`config.mk`:
```
export PLATFORM = sky130hd
export DESIGN_NAME = ucpm_pin_mux
export DESIGN_NICKNAME = d
export VERILOG_FILES = /design/src/verilog/ucpm_pkg.sv /design/src/verilog/ucpm_pin_mux.sv
export SDC_FILE = /design/constraint.sdc
export NUM_CORES = 1
export LEC_CHECK = 0
export BUFFER_PORTS_ARGS = -buffer_cell sky130_fd_sc_hd__buf_2
export CAP_MARGIN = 0
export CORE_UTILIZATION = 25
export CTS_BUF_LIST = sky130_fd_sc_hd__clkbuf_8
export DETAILED_ROUTE_END_ITERATION = 16
export SYNTH_ARGS = -nofsm -noshare
export SYNTH_HDL_FRONTEND = slang
export SYNTH_SLANG_ARGS = --single-unit
```
`constraint.sdc`:
```
create_clock -name aclk -period 2 [get_ports aclk]
set_clock_uncertainty 0.05 [all_clocks]
set_input_delay 0 -clock aclk [delete_from_list [all_inputs] [get_ports aclk]]
set_output_delay 0 -clock aclk [all_outputs]
set_load 0.02 [all_outputs]
```
`src/verilog/ucpm_pkg.sv`:
```
package ucpm_pkg;

  // ==========================================================
  // Register map
  localparam logic [7:0]  UCPM_REG_CTRL    = 8'h00;
  localparam logic [7:0]  UCPM_REG_GPIO    = 8'h04;
  localparam logic [7:0]  UCPM_REG_STAT    = 8'h08;
  localparam int          UCPM_SEL_W       = 5;
  localparam int          UCPM_CANCEL_BIT  = 20;
  localparam int          UCPM_APPLY_BIT   = 31;
  localparam int          UCPM_GPIO_OE_LSB = 4;
  localparam logic [31:0] UCPM_CTRL_RST    = 32'h0000_0000;
  localparam logic [3:0]  UCPM_GPIO_RST    = 4'h0;
  localparam logic [1:0]  UCPM_RESP_OKAY   = 2'h0;
  localparam logic [1:0]  UCPM_RESP_SLVERR = 2'h2;

  // ==========================================================
  // Timing
  localparam int UCPM_CLK_MHZ      = 40;
  localparam int UCPM_LED_PULSE_NS = 50000;
  localparam int UCPM_LED_CNT_W    = 11;
  localparam int UCPM_LED_PULSE_I  = (UCPM_LED_PULSE_NS * UCPM_CLK_MHZ + 999) / 1000;
  localparam logic [UCPM_LED_CNT_W-1:0] UCPM_LED_PULSE_CYC = UCPM_LED_PULSE_I[UCPM_LED_CNT_W-1:0];

  // ==========================================================
  // Types
  typedef enum logic [4:0] {
    UCPM_FN_TRISTATE, UCPM_FN_XCVR_EN, UCPM_FN_DRIVE_1, UCPM_FN_DRIVE_0,
    UCPM_FN_PWR_EN, UCPM_FN_TX_LED, UCPM_FN_RX_LED, UCPM_FN_ANY_LED,
    UCPM_FN_SLEEP, UCPM_FN_CLK_FAST, UCPM_FN_CLK_MID, UCPM_FN_CLK_SLOW,
    UCPM_FN_GPIO, UCPM_FN_CHG_HI, UCPM_FN_CHG_LO, UCPM_FN_BB_WR,
    UCPM_FN_BB_RD, UCPM_FN_BUS_SENSE, UCPM_FN_TIMESTAMP, UCPM_FN_KEEP_AWAKE
  } ucpm_fn_t;

  typedef enum logic [1:0] {UCPM_BB_OFF, UCPM_BB_ASYNC, UCPM_BB_SYNC} ucpm_bb_mode_t;

  typedef struct packed {
    logic        awvalid;
    logic [7:0]  awaddr;
    logic        wvalid;
    logic [31:0] wdata;
    logic [3:0]  wstrb;
    logic        bready;
    logic        arvalid;
    logic [7:0]  araddr;
    logic        rready;
  } ucpm_axi_req_t;

  typedef struct packed {
    logic        awready;
    logic        wready;
    logic        bvalid;
    logic [1:0]  bresp;
    logic        arready;
    logic        rvalid;
    logic [31:0] rdata;
    logic [1:0]  rresp;
  } ucpm_axi_rsp_t;

  typedef struct packed {
    logic configured;
    logic suspend;
    logic charger;
    logic sof;
    logic tx_act;
    logic rx_act;
  } ucpm_usb_t;

  typedef struct packed {
    ucpm_bb_mode_t mode;
    logic          write_strobe_n;
    logic          read_strobe_n;
  } ucpm_bb_t;

  typedef struct packed {
    logic fast;
    logic mid;
    logic slow;
  } ucpm_clk_t;

  typedef struct packed {
    logic xcvr;
    logic pwr_low;
    logic tx_led;
    logic rx_led;
    logic sleep_hi;
    logic chg;
    logic bb_wr_n;
    logic bb_rd_n;
    logic sof_tgl;
    ucpm_clk_t clk;
  } ucpm_ctx_t;

  typedef struct packed {
    ucpm_fn_t [3:0]            sel;
    logic                      cancel_sleep;
    logic                      applied;
    logic [3:0]                gpio_out;
    logic [3:0]                gpio_oe;
    logic                      sof_tgl;
    logic [UCPM_LED_CNT_W-1:0] tx_cnt;
    logic [UCPM_LED_CNT_W-1:0] rx_cnt;
    logic                      cts_n;
    logic                      rts_n;
    logic                      bus_power;
    logic                      stay_awake;
    logic                      aw_got;
    logic [7:0]                awaddr;
    logic                      w_got;
    logic [31:0]               wdata;
    logic [3:0]                wstrb;
    logic                      bvalid;
    logic [1:0]                bresp;
    logic                      rvalid;
    logic [31:0]               rdata;
    logic [1:0]                rresp;
  } ucpm_state_t;

endpackage : ucpm_pkg

```
`src/verilog/ucpm_pin_mux.sv`:
```
// Implementation choices: the placing of the registers and register access over AXI4-Lite.
`timescale 1ns/1ps
// Operation
// - Each of four pins takes its own function from the stored configuration.
// - Transceiver-enable function drives high while the UART transmits.
// - Power-enable goes low once configured, returns high in suspend.
// - Power-enable only pulls low, releasing the line for high.
// - Transmit LED pulses low open-drain while USB data is sent.
// - Receive LED pulses low open-drain while USB data is received.
// - Combined LED pulses low open-drain on send or receive.
// - Sleep indicator driven low during suspend, high otherwise.
// - With cancel-sleep set, sleep indicator stays high on a charger port.
// - Clock functions drive one of three internal clocks onto a pin.
// - Clock outputs stop for the whole of USB suspend.
// - Up to four pins act as individual bit bang inputs or outputs.
// - Active-high charger detect is high while on a dedicated charger.
// - Active-low charger detect pulls low open-drain while charger found.
// - Write-strobe function outputs the bit bang write strobe, both modes.
// - Read-strobe function outputs the bit bang read strobe, both modes.
// - Bus-power sense function is an input reporting bus power.
// - Timestamp function toggles once per start-of-frame.
// - Stay-awake pin held low by board logic blocks suspend.
// - Reset low holds the block in reset; high resumes.
// - Device drives request-to-send and samples clear-to-send.
// - Asynchronous and synchronous bit bang modes beside normal UART.
module ucpm_pin_mux (
  // Clock and reset
  input  logic                   aclk,
  input  logic                   aresetn,
  // Register bus
  input  ucpm_pkg::ucpm_axi_req_t axi_req,
  output ucpm_pkg::ucpm_axi_rsp_t axi_rsp,
  // Engines
  input  ucpm_pkg::ucpm_usb_t     usb,
  input  ucpm_pkg::ucpm_bb_t      bb,
  input  ucpm_pkg::ucpm_clk_t     clk_src,
  input  logic                   uart_tx_busy,
  input  logic                   rts_req,
  output logic                   cts_ok,
  output logic                   bus_power_sense,
  output logic                   suspend_inhibit,
  // UART handshake pins
  output logic                   rts_n,
  input  logic                   cts_n,
  // Configurable pins
  input  logic [3:0]             cfg_pin_in,
  output logic [3:0]             cfg_pin_out,
  output logic [3:0]             cfg_pin_oe
);
  import ucpm_pkg::*;

  // ==========================================================
  // Helpers
  function automatic logic [1:0] pin_drive(ucpm_fn_t fn, logic g_out, logic g_oe,
                                           ucpm_ctx_t c);
    logic [1:0] r;
    r = 2'h0;
    case (fn)
      UCPM_FN_XCVR_EN:  r = {1'b1, c.xcvr};
      UCPM_FN_DRIVE_1:  r = 2'h3;
      UCPM_FN_DRIVE_0:  r = 2'h2;
      UCPM_FN_PWR_EN:   r = {c.pwr_low, 1'b0};
      UCPM_FN_TX_LED:   r = {c.tx_led, 1'b0};
      UCPM_FN_RX_LED:   r = {c.rx_led, 1'b0};
      UCPM_FN_ANY_LED:  r = {c.tx_led | c.rx_led, 1'b0};
      UCPM_FN_SLEEP:    r = {1'b1, c.sleep_hi};
      UCPM_FN_CLK_FAST: r = {1'b1, c.clk.fast};
      UCPM_FN_CLK_MID:  r = {1'b1, c.clk.mid};
      UCPM_FN_CLK_SLOW: r = {1'b1, c.clk.slow};
      UCPM_FN_GPIO:     r = {g_oe, g_out};
      UCPM_FN_CHG_HI:   r = {1'b1, c.chg};
      UCPM_FN_CHG_LO:   r = {c.chg, 1'b0};
      UCPM_FN_BB_WR:    r = {1'b1, c.bb_wr_n};
      UCPM_FN_BB_RD:    r = {1'b1, c.bb_rd_n};
      UCPM_FN_TIMESTAMP: r = {1'b1, c.sof_tgl};
      default:          r = 2'h0;
    endcase
    return r;
  endfunction : pin_drive

  function automatic logic [31:0] merge_strb(logic [31:0] old_v, logic [31:0] new_v,
                                             logic [3:0] strb);
    logic [31:0] r;
    r = old_v;
    for (int i = 0; i < 4; i++) begin
      if (strb[i]) begin
        r[i*8 +: 8] = new_v[i*8 +: 8];
      end
    end
    return r;
  endfunction : merge_strb

  // ==========================================================
  // State
  ucpm_state_t s_q;
  ucpm_state_t s_d;
  ucpm_ctx_t   ctx;
  logic        aw_take;
  logic        w_take;
  logic        ar_take;
  logic        wr_go;
  logic [7:0]  wr_addr;
  logic [31:0] wr_data;
  logic [3:0]  wr_strb;
  logic [31:0] ctrl_rd;
  logic [31:0] ctrl_new;
  logic [31:0] gpio_new;
  logic [3:0]  keep_mask;
  logic [3:0]  sense_mask;

  // ==========================================================
  // Register bus handshakes
  assign axi_rsp.awready = !s_q.aw_got && !s_q.bvalid;
  assign axi_rsp.wready  = !s_q.w_got && !s_q.bvalid;
  assign axi_rsp.arready = !s_q.rvalid;
  assign axi_rsp.bvalid  = s_q.bvalid;
  assign axi_rsp.bresp   = s_q.bresp;
  assign axi_rsp.rvalid  = s_q.rvalid;
  assign axi_rsp.rdata   = s_q.rdata;
  assign axi_rsp.rresp   = s_q.rresp;

  assign aw_take = axi_req.awvalid && axi_rsp.awready;
  assign w_take  = axi_req.wvalid && axi_rsp.wready;
  assign ar_take = axi_req.arvalid && axi_rsp.arready;
  assign wr_go   = (s_q.aw_got || aw_take) && (s_q.w_got || w_take);
  assign wr_addr = s_q.aw_got ? s_q.awaddr : axi_req.awaddr;
  assign wr_data = s_q.w_got ? s_q.wdata : axi_req.wdata;
  assign wr_strb = s_q.w_got ? s_q.wstrb : axi_req.wstrb;

  always_comb begin
    ctrl_rd = UCPM_CTRL_RST;
    for (int i = 0; i < 4; i++) begin
      ctrl_rd[i*UCPM_SEL_W +: UCPM_SEL_W] = s_q.sel[i];
    end
    ctrl_rd[UCPM_CANCEL_BIT] = s_q.cancel_sleep;
    ctrl_rd[UCPM_APPLY_BIT]  = s_q.applied;
  end

  assign ctrl_new = merge_strb(ctrl_rd, wr_data, wr_strb);
  assign gpio_new = merge_strb({24'h00_0000, s_q.gpio_oe, s_q.gpio_out}, wr_data, wr_strb);

  // ==========================================================
  // Function context
  always_comb begin
    ctx          = '0;
    ctx.xcvr     = uart_tx_busy;
    ctx.pwr_low  = usb.configured && !usb.suspend;
    ctx.tx_led   = s_q.tx_cnt != '0;
    ctx.rx_led   = s_q.rx_cnt != '0;
    ctx.sleep_hi = !usb.suspend || (s_q.cancel_sleep && usb.charger);
    ctx.chg      = usb.charger;
    ctx.bb_wr_n  = (bb.mode == UCPM_BB_OFF) || bb.write_strobe_n;
    ctx.bb_rd_n  = (bb.mode == UCPM_BB_OFF) || bb.read_strobe_n;
    ctx.sof_tgl  = s_q.sof_tgl;
    ctx.clk.fast = clk_src.fast && !usb.suspend;
    ctx.clk.mid  = clk_src.mid && !usb.suspend;
    ctx.clk.slow = clk_src.slow && !usb.suspend;
  end

  // ==========================================================
  // Pin mux
  always_comb begin
    logic [1:0] d;
    d           = 2'h0;
    cfg_pin_out = 4'h0;
    cfg_pin_oe  = 4'h0;
    keep_mask   = 4'h0;
    sense_mask  = 4'h0;
    for (int i = 0; i < 4; i++) begin
      d              = pin_drive(s_q.sel[i], s_q.gpio_out[i], s_q.gpio_oe[i], ctx);
      cfg_pin_oe[i]  = d[1] && s_q.applied;
      cfg_pin_out[i] = d[0] && s_q.applied;
      keep_mask[i]   = s_q.applied && (s_q.sel[i] == UCPM_FN_KEEP_AWAKE);
      sense_mask[i]  = s_q.applied && (s_q.sel[i] == UCPM_FN_BUS_SENSE);
    end
  end

  assign rts_n           = s_q.rts_n;
  assign cts_ok          = !s_q.cts_n;
  assign bus_power_sense = s_q.bus_power;
  assign suspend_inhibit = s_q.stay_awake;

  // ==========================================================
  // Next state
  always_comb begin
    s_d = s_q;
    // Activity stretch; a new event reloads the full width
    if (usb.tx_act) begin
      s_d.tx_cnt = UCPM_LED_PULSE_CYC;
    end else if (s_q.tx_cnt != '0) begin
      s_d.tx_cnt = s_q.tx_cnt - 1'b1;
    end
    if (usb.rx_act) begin
      s_d.rx_cnt = UCPM_LED_PULSE_CYC;
    end else if (s_q.rx_cnt != '0) begin
      s_d.rx_cnt = s_q.rx_cnt - 1'b1;
    end
    if (usb.sof) begin
      s_d.sof_tgl = !s_q.sof_tgl;
    end
    s_d.rts_n      = !rts_req;
    s_d.cts_n      = cts_n;
    s_d.bus_power  = |(sense_mask & cfg_pin_in);
    s_d.stay_awake = |(keep_mask & ~cfg_pin_in);
    // Write channel
    if (aw_take) begin
      s_d.aw_got = 1'b1;
      s_d.awaddr = axi_req.awaddr;
    end
    if (w_take) begin
      s_d.w_got = 1'b1;
      s_d.wdata = axi_req.wdata;
      s_d.wstrb = axi_req.wstrb;
    end
    if (wr_go) begin
      s_d.aw_got = 1'b0;
      s_d.w_got  = 1'b0;
      s_d.bvalid = 1'b1;
      s_d.bresp  = UCPM_RESP_OKAY;
      case (wr_addr)
        UCPM_REG_CTRL: begin
          for (int i = 0; i < 4; i++) begin
            s_d.sel[i] = ucpm_fn_t'(ctrl_new[i*UCPM_SEL_W +: UCPM_SEL_W]);
          end
          s_d.cancel_sleep = ctrl_new[UCPM_CANCEL_BIT];
          s_d.applied      = ctrl_new[UCPM_APPLY_BIT];
        end
        UCPM_REG_GPIO: begin
          s_d.gpio_out = gpio_new[3:0];
          s_d.gpio_oe  = gpio_new[UCPM_GPIO_OE_LSB +: 4];
        end
        UCPM_REG_STAT: s_d.bresp = UCPM_RESP_OKAY;
        default:       s_d.bresp = UCPM_RESP_SLVERR;
      endcase
    end else if (s_q.bvalid && axi_req.bready) begin
      s_d.bvalid = 1'b0;
    end
    // Read channel
    if (ar_take) begin
      s_d.rvalid = 1'b1;
      s_d.rresp  = UCPM_RESP_OKAY;
      case (axi_req.araddr)
        UCPM_REG_CTRL: s_d.rdata = ctrl_rd;
        UCPM_REG_GPIO: s_d.rdata = {24'h00_0000, s_q.gpio_oe, s_q.gpio_out};
        UCPM_REG_STAT: s_d.rdata = {21'h00_0000, s_q.applied, s_q.stay_awake,
                                    s_q.bus_power, !s_q.cts_n, usb.charger,
                                    usb.configured, usb.suspend, cfg_pin_in};
        default: begin
          s_d.rdata = 32'h0000_0000;
          s_d.rresp = UCPM_RESP_SLVERR;
        end
      endcase
    end else if (s_q.rvalid && axi_req.rready) begin
      s_d.rvalid = 1'b0;
    end
  end

  always_ff @(posedge aclk) begin
    if (!aresetn) begin
      s_q       <= '0;
      s_q.rts_n <= 1'b1;
      s_q.cts_n <= 1'b1;
    end else begin
      s_q <= s_d;
    end
  end

  logic od_bad;
  always_comb begin
    od_bad = 1'b0;
    for (int i = 0; i < 4; i++) begin
      if (cfg_pin_oe[i] && cfg_pin_out[i] &&
          (s_q.sel[i] inside {UCPM_FN_PWR_EN, UCPM_FN_TX_LED, UCPM_FN_RX_LED,
                              UCPM_FN_ANY_LED, UCPM_FN_CHG_LO})) begin
        od_bad = 1'b1;
      end
    end
  end
endmodule : ucpm_pin_mux

```
==> results of run 1 <==
==> logic make-up (layout without fill, tap and decap cells) <==
family	count (synthesis)	in the layout	share of synthesized area
AO/OA/AOI/OAI	207	207	0.2161
XOR/XNOR	16	16	0.02148
adder cells (fa/ha/maj)	4	4	0.007670
buffers and inverters	133	289	0.1041
flip-flops	119	119	0.3651
multiplexers	44	44	0.06922
other	1	12	0.0005747
AND/OR/NAND/NOR	277	277	0.2157
==> tightest hold or removal path, cell delays in order <==
cell and delay, ns:
buf_2 0.19, o21ai_0 0.17, a22oi_1 0.06, nor2_1 0.07
==> per-stage QoR <==
step           setup slack [ns]    util  instance area, um^2  setup TNS, ns
3_3_place_gp           -0.09809  0.2855                 7251         -1.738
5_1_grt                 -0.1751  0.3451                 8766        -0.6134
6_report               -0.08199  0.3451                 8766       -0.09251
2_1_floorplan           0.01658       -                 6566              0
3_5_place_dp            -0.1270  0.2855                 7251         -2.331
4_1_cts                 -0.1183  0.3368                 8556         -1.166
==> synthesized netlist by cell type, types with 2 or more instances <==
cell,number
nor4b_1,4
nand3b_1,10
xnor2_1,6
mux2_1,2
a31oi_1,39
dfxtp_1,119
o211ai_1,5
o221a_1,15
a21o_1,2
a311oi_1,3
inv_1,30
nor4_1,7
nand3_1,20
and2_1,5
nor3b_1,20
mux2_2,4
a211oi_1,4
o21ai_0,10
nor2_1,77
nor2_8,2
buf_6,5
nor3_1,14
buf_1,3
or4_1,6
clkbuf_1,56
buf_4,38
mux2i_1,37
a21oi_1,54
a32oi_1,2
o21ai_1,8
nand2b_1,10
nand2_1,81
o221ai_1,2
a22oi_1,24
o22ai_1,6
nand4b_1,6
o21a_1,19
ha_1,4
nor2b_1,8
xor2_1,10
==> sequential cells by signal, indices dropped and copies added (netlist names) <==
name,cells
ctrl_rd,22
axi_rsp,26
suspend_inhibit,1
bus_power_sense,1
ctx,1
s_q,67
rts_n,1
==> placed cells by master (no fill, tap or decap), types with 9 or more instances in the layout <==
master / netlist / layout
conb_1: 1 / 12
nor2_1: 77 / 75
a22oi_1: 24 / 23
dfxtp_1: 119 / 95
o221a_1: 15 / 15
o21a_1: 19 / 19
nor3b_1: 20 / 17
clkbuf_8: 0 / 17
dlygate4sd3_1: 0 / 68
mux2i_1: 37 / 37
a31oi_1: 39 / 35
nand2b_1: 10 / 10
nand3_1: 20 / 17
nand3b_1: 10 / 10
buf_2: 0 / 103
inv_1: 30 / 27
o21ai_1: 8 / 9
buf_6: 5 / 12
xor2_1: 10 / 10
buf_4: 38 / 41
nand2_1: 81 / 81
nor3_1: 14 / 12
o21ai_0: 10 / 9
a21oi_1: 54 / 52
dfxtp_2: 0 / 21
==> worst paths after layout <==
check / endpoint / slack (ns) / depth (start not counted)
worst max register to register: s_q[107]$_SDFFE_PN0P_ / 0.12 / 5
worst min-delay path: axi_rsp[10]$_SDFFE_PN0P_ / 0.04 / 4
worst max-delay path: cfg_pin_out[0] / -0.08 / 5
worst min register to register: s_q[61]$_SDFFE_PN0P_ / 0.41 / 2
==> repair_timing <==
item	CTS	global route
resized for setup	51	42
endpoints found under the hold margin	67	1
pin swaps	11	15
buffers inserted	7	7
setup endpoints to repair	8	50
hold buffers	68	1
==> report_power, final <==
group	internal [mW]	switching, mW
combinational	0.524	0.587
clock	1.00	1.09
sequential	2.49	0.126
total	4.02	1.80
==> final cells by class <==
class | instances | share of cell area
well taps | 330 | 0.04710
multi-input cells | 560 | 0.4286
clock inverters | 15 | 0.01670
clock buffers | 17 | 0.02669
repair buffers | 226 | 0.1915
flip-flops and latches | 119 | 0.2760
inverters | 31 | 0.01327
==> per-layer routing <==
layer,GRT usage,up-vias,wire [um]
li1,-,3123,-
met5,0,-,0
met3,0.03301,25,1070
met1,0.1965,2907,9435
met2,0.2149,169,8228
met4,0.04756,0,319
==> impl_metrics.xml, run 1 <==
<?xml version="1.0" encoding="UTF-8"?>
<metrics>
  <group name="synth">
    <metric name="post_synth.cell_area_avg" unit="um^2">8.146</metric>
    <metric name="count_of_flip_flops_with_a_built_in_enable_after_synthesis" unit="">0</metric>
    <metric name="synth.ff_latch_count" unit="">119</metric>
    <metric name="synth_sequential_area_ratio" unit="">0.3651</metric>
    <metric name="most_area_hungry_cell_type_in_the_yosys_netlist" unit="">dfxtp_1</metric>
    <metric name="synth_warnings" unit="">0</metric>
    <metric name="synth.area.top_cells" unit="">dfxtp_1 37%, mux2i_1 5.7%, nand2_1 4.7%, nor2_1 4.4%, buf_4 4.4%</metric>
    <metric name="post_synth_instance_area" unit="um^2">6525</metric>
    <metric name="synth_top_flop_cell" unit="">dfxtp_1</metric>
    <metric name="syn-instance-count" unit="">801</metric>
    <metric name="synth.distinct_cells" unit="">64</metric>
    <metric name="synth_async_sr_flop_share" unit="">0</metric>
    <metric name="synth_top_area_share" unit="">0.3651</metric>
  </group>
  <group name="finish">
    <metric name="seq_area" unit="um^2">2420</metric>
    <metric name="n_fill_cell" unit="">2642</metric>
    <metric name="final_cells" unit="">1298</metric>
    <metric name="nNetsFinal" unit="">1038</metric>
    <metric name="insertedDiodeCount" unit="">0</metric>
    <metric name="multi_input_comb_area" unit="um^2">3757</metric>
    <metric name="layout-drive-gt1-share" unit="">0.2717</metric>
    <metric name="flow.area_growth_from_synthesis" unit="%">34.34</metric>
  </group>
  <group name="setup_path">
    <metric name="crit_path_cell_trace" unit="">inv_2 -&gt; or4_1 -&gt; a311o_1 -&gt; a31oi_4 -&gt; buf_6</metric>
    <metric name="critical-path-slowest-cell" unit="">or4_1</metric>
    <metric name="critical_path.reg2reg.startpoint" unit="">s_q[104]$_SDFFE_PP0P_</metric>
    <metric name="critPathMaxStageDelay" unit="ns">0.49</metric>
    <metric name="cp_top_family" unit="">compound AO/OA/AOI/OAI gates</metric>
    <metric name="crit_arrival" unit="ns">2.03</metric>
    <metric name="crit_type" unit="">reg -&gt; out</metric>
    <metric name="worst_setup_path_end_kind" unit="">output pin</metric>
    <metric name="worstPathMaxFanout" unit="">2</metric>
    <metric name="timing.critical_path.required" unit="ns">1.95</metric>
    <metric name="startpoint" unit="">ctrl_rd[0]$_SDFFE_PN0P_</metric>
    <metric name="timing.critical_path.buf_inv" unit="">2</metric>
    <metric name="start_kind" unit="">flip-flop</metric>
  </group>
  <group name="routing">
    <metric name="drt-total-wl" unit="mm">19.05</metric>
    <metric name="via_total_after_detailed_routing" unit="">6224</metric>
    <metric name="ant_nets" unit="">0</metric>
    <metric name="first_iter_violations" unit="">485</metric>
    <metric name="detailedRoute.firstPassIterationCount" unit="">4</metric>
    <metric name="post_drt_wl_per_cell" unit="um">14.68</metric>
    <metric name="detail_route.vias_per_cell" unit="">4.795</metric>
    <metric name="drc" unit="">0</metric>
  </group>
  <group name="cts">
    <metric name="clock_transition_at_the_registers_of_the_reported_paths" unit="ns">0.09</metric>
    <metric name="worst_skew_pair_later_pin_latency" unit="ns">0.44</metric>
    <metric name="clockRootBuffer" unit="">clkbuf_8</metric>
    <metric name="cts-htree-levels" unit="">4</metric>
    <metric name="clock_sinks" unit="">119</metric>
    <metric name="clockBufferDepth" unit="">2</metric>
    <metric name="number_of_buffers_created_by_cts" unit="">17</metric>
    <metric name="tritoncts" unit="">yes</metric>
  </group>
  <group name="sta">
    <metric name="final-setup-viol-count" unit="">2</metric>
    <metric name="period_minus_slack" unit="ns">2.082</metric>
    <metric name="unrepaired_setup_endpoints_after_global_routing" unit="">yes</metric>
    <metric name="holdWs" unit="ns">0.03936</metric>
    <metric name="finalHoldViolations" unit="">0</metric>
    <metric name="timing_max_transition_violations_final" unit="">0</metric>
    <metric name="final_critical_path_setup_slack" unit="ns">-0.08199</metric>
    <metric name="max_clock_freq" unit="GHz">0.4803</metric>
    <metric name="relSlewSlack" unit="">0.6603</metric>
    <metric name="layout_worst_path_cycle_share" unit="">1.041</metric>
    <metric name="worst_slew_pin_slew" unit="ns">0.5096</metric>
  </group>
  <group name="grt">
    <metric name="grt_first_pass_wirelength" unit="mm">29.93</metric>
    <metric name="grt_max_degree" unit="">45</metric>
    <metric name="first_global_vias" unit="">5705</metric>
    <metric name="grtUsageTotal" unit="">0.1421</metric>
    <metric name="antenna_found_initial" unit="">0</metric>
    <metric name="global_route_overflow" unit="">0</metric>
  </group>
  <group name="pwr">
    <metric name="pleak" unit="nW">3.417</metric>
    <metric name="fin_total_pwr" unit="mW">5.819</metric>
    <metric name="power-per-cell-area" unit="nW/um^2">663.8</metric>
    <metric name="worst_ir_drop_vdd" unit="mV">0.3829</metric>
  </group>
  <group name="status">
    <metric name="outcome" unit="">finished, violations left</metric>
    <metric name="failed_checks" unit="">setup timing</metric>
  </group>
  <group name="floorplanning">
    <metric name="area_of_the_die" unit="um^2">26750</metric>
    <metric name="rows" unit="">58</metric>
    <metric name="chipWidth" unit="um">163.6</metric>
    <metric name="initial_utilization" unit="">0.2569</metric>
    <metric name="die_h" unit="um">163.6</metric>
    <metric name="io-pin-count" unit="">132</metric>
    <metric name="design.core.area" unit="um^2">25400</metric>
  </group>
  <group name="min_path">
    <metric name="hold_class" unit="">in -&gt; reg</metric>
    <metric name="timing.hold.worst.start" unit="">axi_req[4]</metric>
  </group>
  <group name="placed_design">
    <metric name="place_hpwl" unit="mm">13.61</metric>
    <metric name="gp_routability_congestion" unit="">0.8264</metric>
    <metric name="portBuffers" unit="">109</metric>
    <metric name="placed_cells" unit="">1184</metric>
  </group>
  <group name="job">
    <metric name="number_of_max_cap_violations" unit="">0</metric>
  </group>
</metrics>
Note: power is estimated with default switching activity, not from simulation.
==> run 2, diff against run 1 <==
Settings changed: CORE_MARGIN from default to 2, HOLD_SLACK_MARGIN from default to 0.12.
==> run 2 against run 1 <==
  * The run still ends with setup timing left
  * Count of clock-buffer cells in the layout grew 2
  * Sequential cell count stayed put
  * Sequential power about the same
  * Critical path depth unchanged
  * Routed wire length up 7.8%
  * Global-route usage is 0.51 points higher
  * First-iteration DRC count increased by 19%
  * Sequential share of layout area shrank 0.90 points
  * Via count is 5.3% higher
  * Fmax increased by 0.64%
  * Critical endpoint unchanged
  * Highest routed layer unchanged
==> impl_metrics.xml, run 2 (same netlist as run 1, synthesis figures left out) <==
<?xml version="1.0" encoding="UTF-8"?>
<metrics>
  <group name="cts">
    <metric name="clockBufferDepth" unit="">2</metric>
    <metric name="clock_transition_at_the_registers_of_the_reported_paths" unit="ns">0.08</metric>
    <metric name="cts-htree-levels" unit="">4</metric>
    <metric name="clockRootBuffer" unit="">clkbuf_8</metric>
    <metric name="number_of_buffers_created_by_cts" unit="">17</metric>
    <metric name="clock_sinks" unit="">119</metric>
    <metric name="worst_skew_pair_later_pin_latency" unit="ns">0.46</metric>
    <metric name="tritoncts" unit="">yes</metric>
  </group>
  <group name="routing">
    <metric name="drc" unit="">0</metric>
    <metric name="post_drt_wl_per_cell" unit="um">15.38</metric>
    <metric name="via_total_after_detailed_routing" unit="">6553</metric>
    <metric name="first_iter_violations" unit="">578</metric>
    <metric name="detailedRoute.firstPassIterationCount" unit="">5</metric>
    <metric name="drt-total-wl" unit="mm">20.53</metric>
    <metric name="detail_route.vias_per_cell" unit="">4.909</metric>
    <metric name="ant_nets" unit="">0</metric>
  </group>
  <group name="floorplanning">
    <metric name="design.core.area" unit="um^2">25840</metric>
    <metric name="initial_utilization" unit="">0.2525</metric>
    <metric name="rows" unit="">59</metric>
    <metric name="die_h" unit="um">165.6</metric>
    <metric name="io-pin-count" unit="">132</metric>
    <metric name="area_of_the_die" unit="um^2">27410</metric>
    <metric name="chipWidth" unit="um">165.6</metric>
  </group>
  <group name="finish">
    <metric name="final_common_cell" unit="">buf_2</metric>
    <metric name="layout-drive-gt1-share" unit="">0.2793</metric>
    <metric name="nNetsFinal" unit="">1069</metric>
    <metric name="n_fill_cell" unit="">2666</metric>
    <metric name="largest_register_ffs" unit="">67</metric>
    <metric name="flow.area_growth_from_synthesis" unit="%">39.94</metric>
    <metric name="register_containing_the_most_flip_flops_in_the_final_layout" unit="">s_q</metric>
    <metric name="final_cell_mix" unit="">100 x buf_2, 90 x dfxtp_1, 90 x dlygate4sd3_1</metric>
  </group>
  <group name="sta">
    <metric name="unrepaired_setup_endpoints_after_global_routing" unit="">yes</metric>
    <metric name="fin_setup_tns" unit="ns">-0.08222</metric>
    <metric name="relSlewSlack" unit="">0.4852</metric>
    <metric name="holdWs" unit="ns">0.06036</metric>
    <metric name="final_critical_path_setup_slack" unit="ns">-0.06866</metric>
    <metric name="timing_max_transition_violations_final" unit="">0</metric>
    <metric name="final-setup-viol-count" unit="">2</metric>
    <metric name="period_minus_slack" unit="ns">2.069</metric>
    <metric name="layout_worst_path_cycle_share" unit="">1.034</metric>
    <metric name="worst_slew_pin_slew" unit="ns">0.7711</metric>
    <metric name="finalHoldViolations" unit="">0</metric>
    <metric name="max_clock_freq" unit="GHz">0.4834</metric>
  </group>
  <group name="setup_path">
    <metric name="critical-path-slowest-cell" unit="">or4_1</metric>
    <metric name="worstPathMaxFanout" unit="">2</metric>
    <metric name="critPathMaxStageDelay" unit="ns">0.49</metric>
    <metric name="worst_setup_path_end_kind" unit="">output pin</metric>
    <metric name="start_kind" unit="">flip-flop</metric>
    <metric name="crit_type" unit="">reg -&gt; out</metric>
    <metric name="timing.critical_path.buf_inv" unit="">2</metric>
    <metric name="critical_path.reg2reg.startpoint" unit="">s_q[93]$_SDFFE_PP0P_</metric>
    <metric name="timing.critical_path.required" unit="ns">1.95</metric>
    <metric name="worst_r2r_path_depth" unit="">6</metric>
    <metric name="crit_path_cell_trace" unit="">inv_2 -&gt; or4_1 -&gt; a311o_1 -&gt; a31oi_4 -&gt; buf_6</metric>
    <metric name="crit_arrival" unit="ns">2.02</metric>
    <metric name="cp_top_family" unit="">compound AO/OA/AOI/OAI gates</metric>
    <metric name="startpoint" unit="">ctrl_rd[0]$_SDFFE_PN0P_</metric>
    <metric name="cp.depth" unit="">5</metric>
  </group>
  <group name="grt">
    <metric name="antenna_found_initial" unit="">0</metric>
    <metric name="first_global_vias" unit="">5978</metric>
    <metric name="grt_first_pass_wirelength" unit="mm">31.46</metric>
    <metric name="met1_usage" unit="">0.2085</metric>
    <metric name="grt-busiest-layer" unit="">met2</metric>
    <metric name="global_route_overflow" unit="">0</metric>
    <metric name="global_route.usage.met3" unit="">0.03621</metric>
    <metric name="grt_max_degree" unit="">37</metric>
    <metric name="grtUsageTotal" unit="">0.1473</metric>
    <metric name="grt_use_met2" unit="">0.2182</metric>
  </group>
  <group name="status">
    <metric name="outcome" unit="">finished, violations left</metric>
    <metric name="failed_checks" unit="">setup timing</metric>
  </group>
  <group name="job">
    <metric name="number_of_max_cap_violations" unit="">0</metric>
  </group>
  <group name="pwr">
    <metric name="fin_total_pwr" unit="mW">6.010</metric>
    <metric name="power-per-cell-area" unit="nW/um^2">658.2</metric>
    <metric name="worst_ir_drop_vdd" unit="mV">0.4340</metric>
    <metric name="pleak" unit="nW">3.616</metric>
  </group>
  <group name="placed_design">
    <metric name="gp_routability_congestion" unit="">0.8559</metric>
    <metric name="portBuffers" unit="">109</metric>
    <metric name="place_hpwl" unit="mm">14.16</metric>
  </group>
  <group name="min_path">
    <metric name="timing.hold.worst.start" unit="">axi_req[47]</metric>
    <metric name="hold_class" unit="">in -&gt; reg</metric>
    <metric name="worstHoldPathCells" unit="">5</metric>
  </group>
</metrics>
[run 2: changes by cell type in the layout (fill, tap and decap cells not counted), moves of 3 or more]
cell	before	now
inv_6	5	0
clkinvlp_4	5	2
buf_4	41	50
buf_2	103	100
dlygate4sd3_1	68	90
dfxtp_4	3	8
clkinv_2	0	3
dfxtp_1	95	90
[run 2: report_power, final]
part           internal, mW  switching, mW  leakage (nW)
Clock                  1.16           1.05         0.204
Combinational         0.575          0.609          2.42
Sequential             2.48          0.126         0.987
Total                  4.22           1.79          3.62
[run 2: final cells by class]
class / instances / area (um^2) / area share
clock inverters: 13 / 132.6 / 0.01452
inverters: 31 / 116.4 / 0.01274
flip-flops and latches: 119 / 2439 / 0.2671
repair buffers: 257 / 1991 / 0.2180
well taps: 335 / 419.2 / 0.04590
clock buffers: 19 / 261.5 / 0.02864
diodes: 1 / 2.502 / 0.0002740
multi-input cells: 560 / 3770 / 0.4129
[run 2: routing by layer]
layer  wire (um)  part of all wire
met1        9892              0.48
met2        8692              0.42
met3        1595             0.078
met4         350             0.017
met5           0                 0
[run 2: what timing repair did]
action | in CTS | in global routing
gates resized for setup | 64 | 50
pin swaps | 15 | 18
setup buffers | 12 | 5
endpoints found under the hold margin | 111 | 3
hold buffers | 88 | 3
setup endpoints to repair | 8 | 63
[run 2: worst paths after layout]
kind	slack (ns)	endpoint
worst min register to register	0.42	axi_rsp[1]$_SDFFE_PN0P_
worst max-delay path	-0.07	cfg_pin_out[0]
worst max register to register	0.10	s_q[97]$_SDFFE_PN0P_
worst min-delay path	0.06	axi_rsp[37]$_SDFFE_PN0P_
[run 2: tightest hold or removal path: cells and delay by family]
| family | cells | cell delay (ns) |
|---|---|---|
| buffers and inverters | 1 | 0.10 |
| AO/OA/AOI/OAI | 3 | 0.36 |
| AND/OR/NAND/NOR | 1 | 0.08 |
[run 2: per-stage QoR]
step                      setup slack [ns]  instances  utilization  instance area [um^2]
final                             -0.06866       1335       0.3534                  9131
after global routing               -0.1278       1334       0.3533                  9129
after CTS                          -0.1142       1328       0.3453                  8921
after detailed placement           -0.1313       1196       0.2834                  7322
after global placement            -0.06921       1196       0.2834                  7322
after floorplan                    0.01658        812            -                  6566
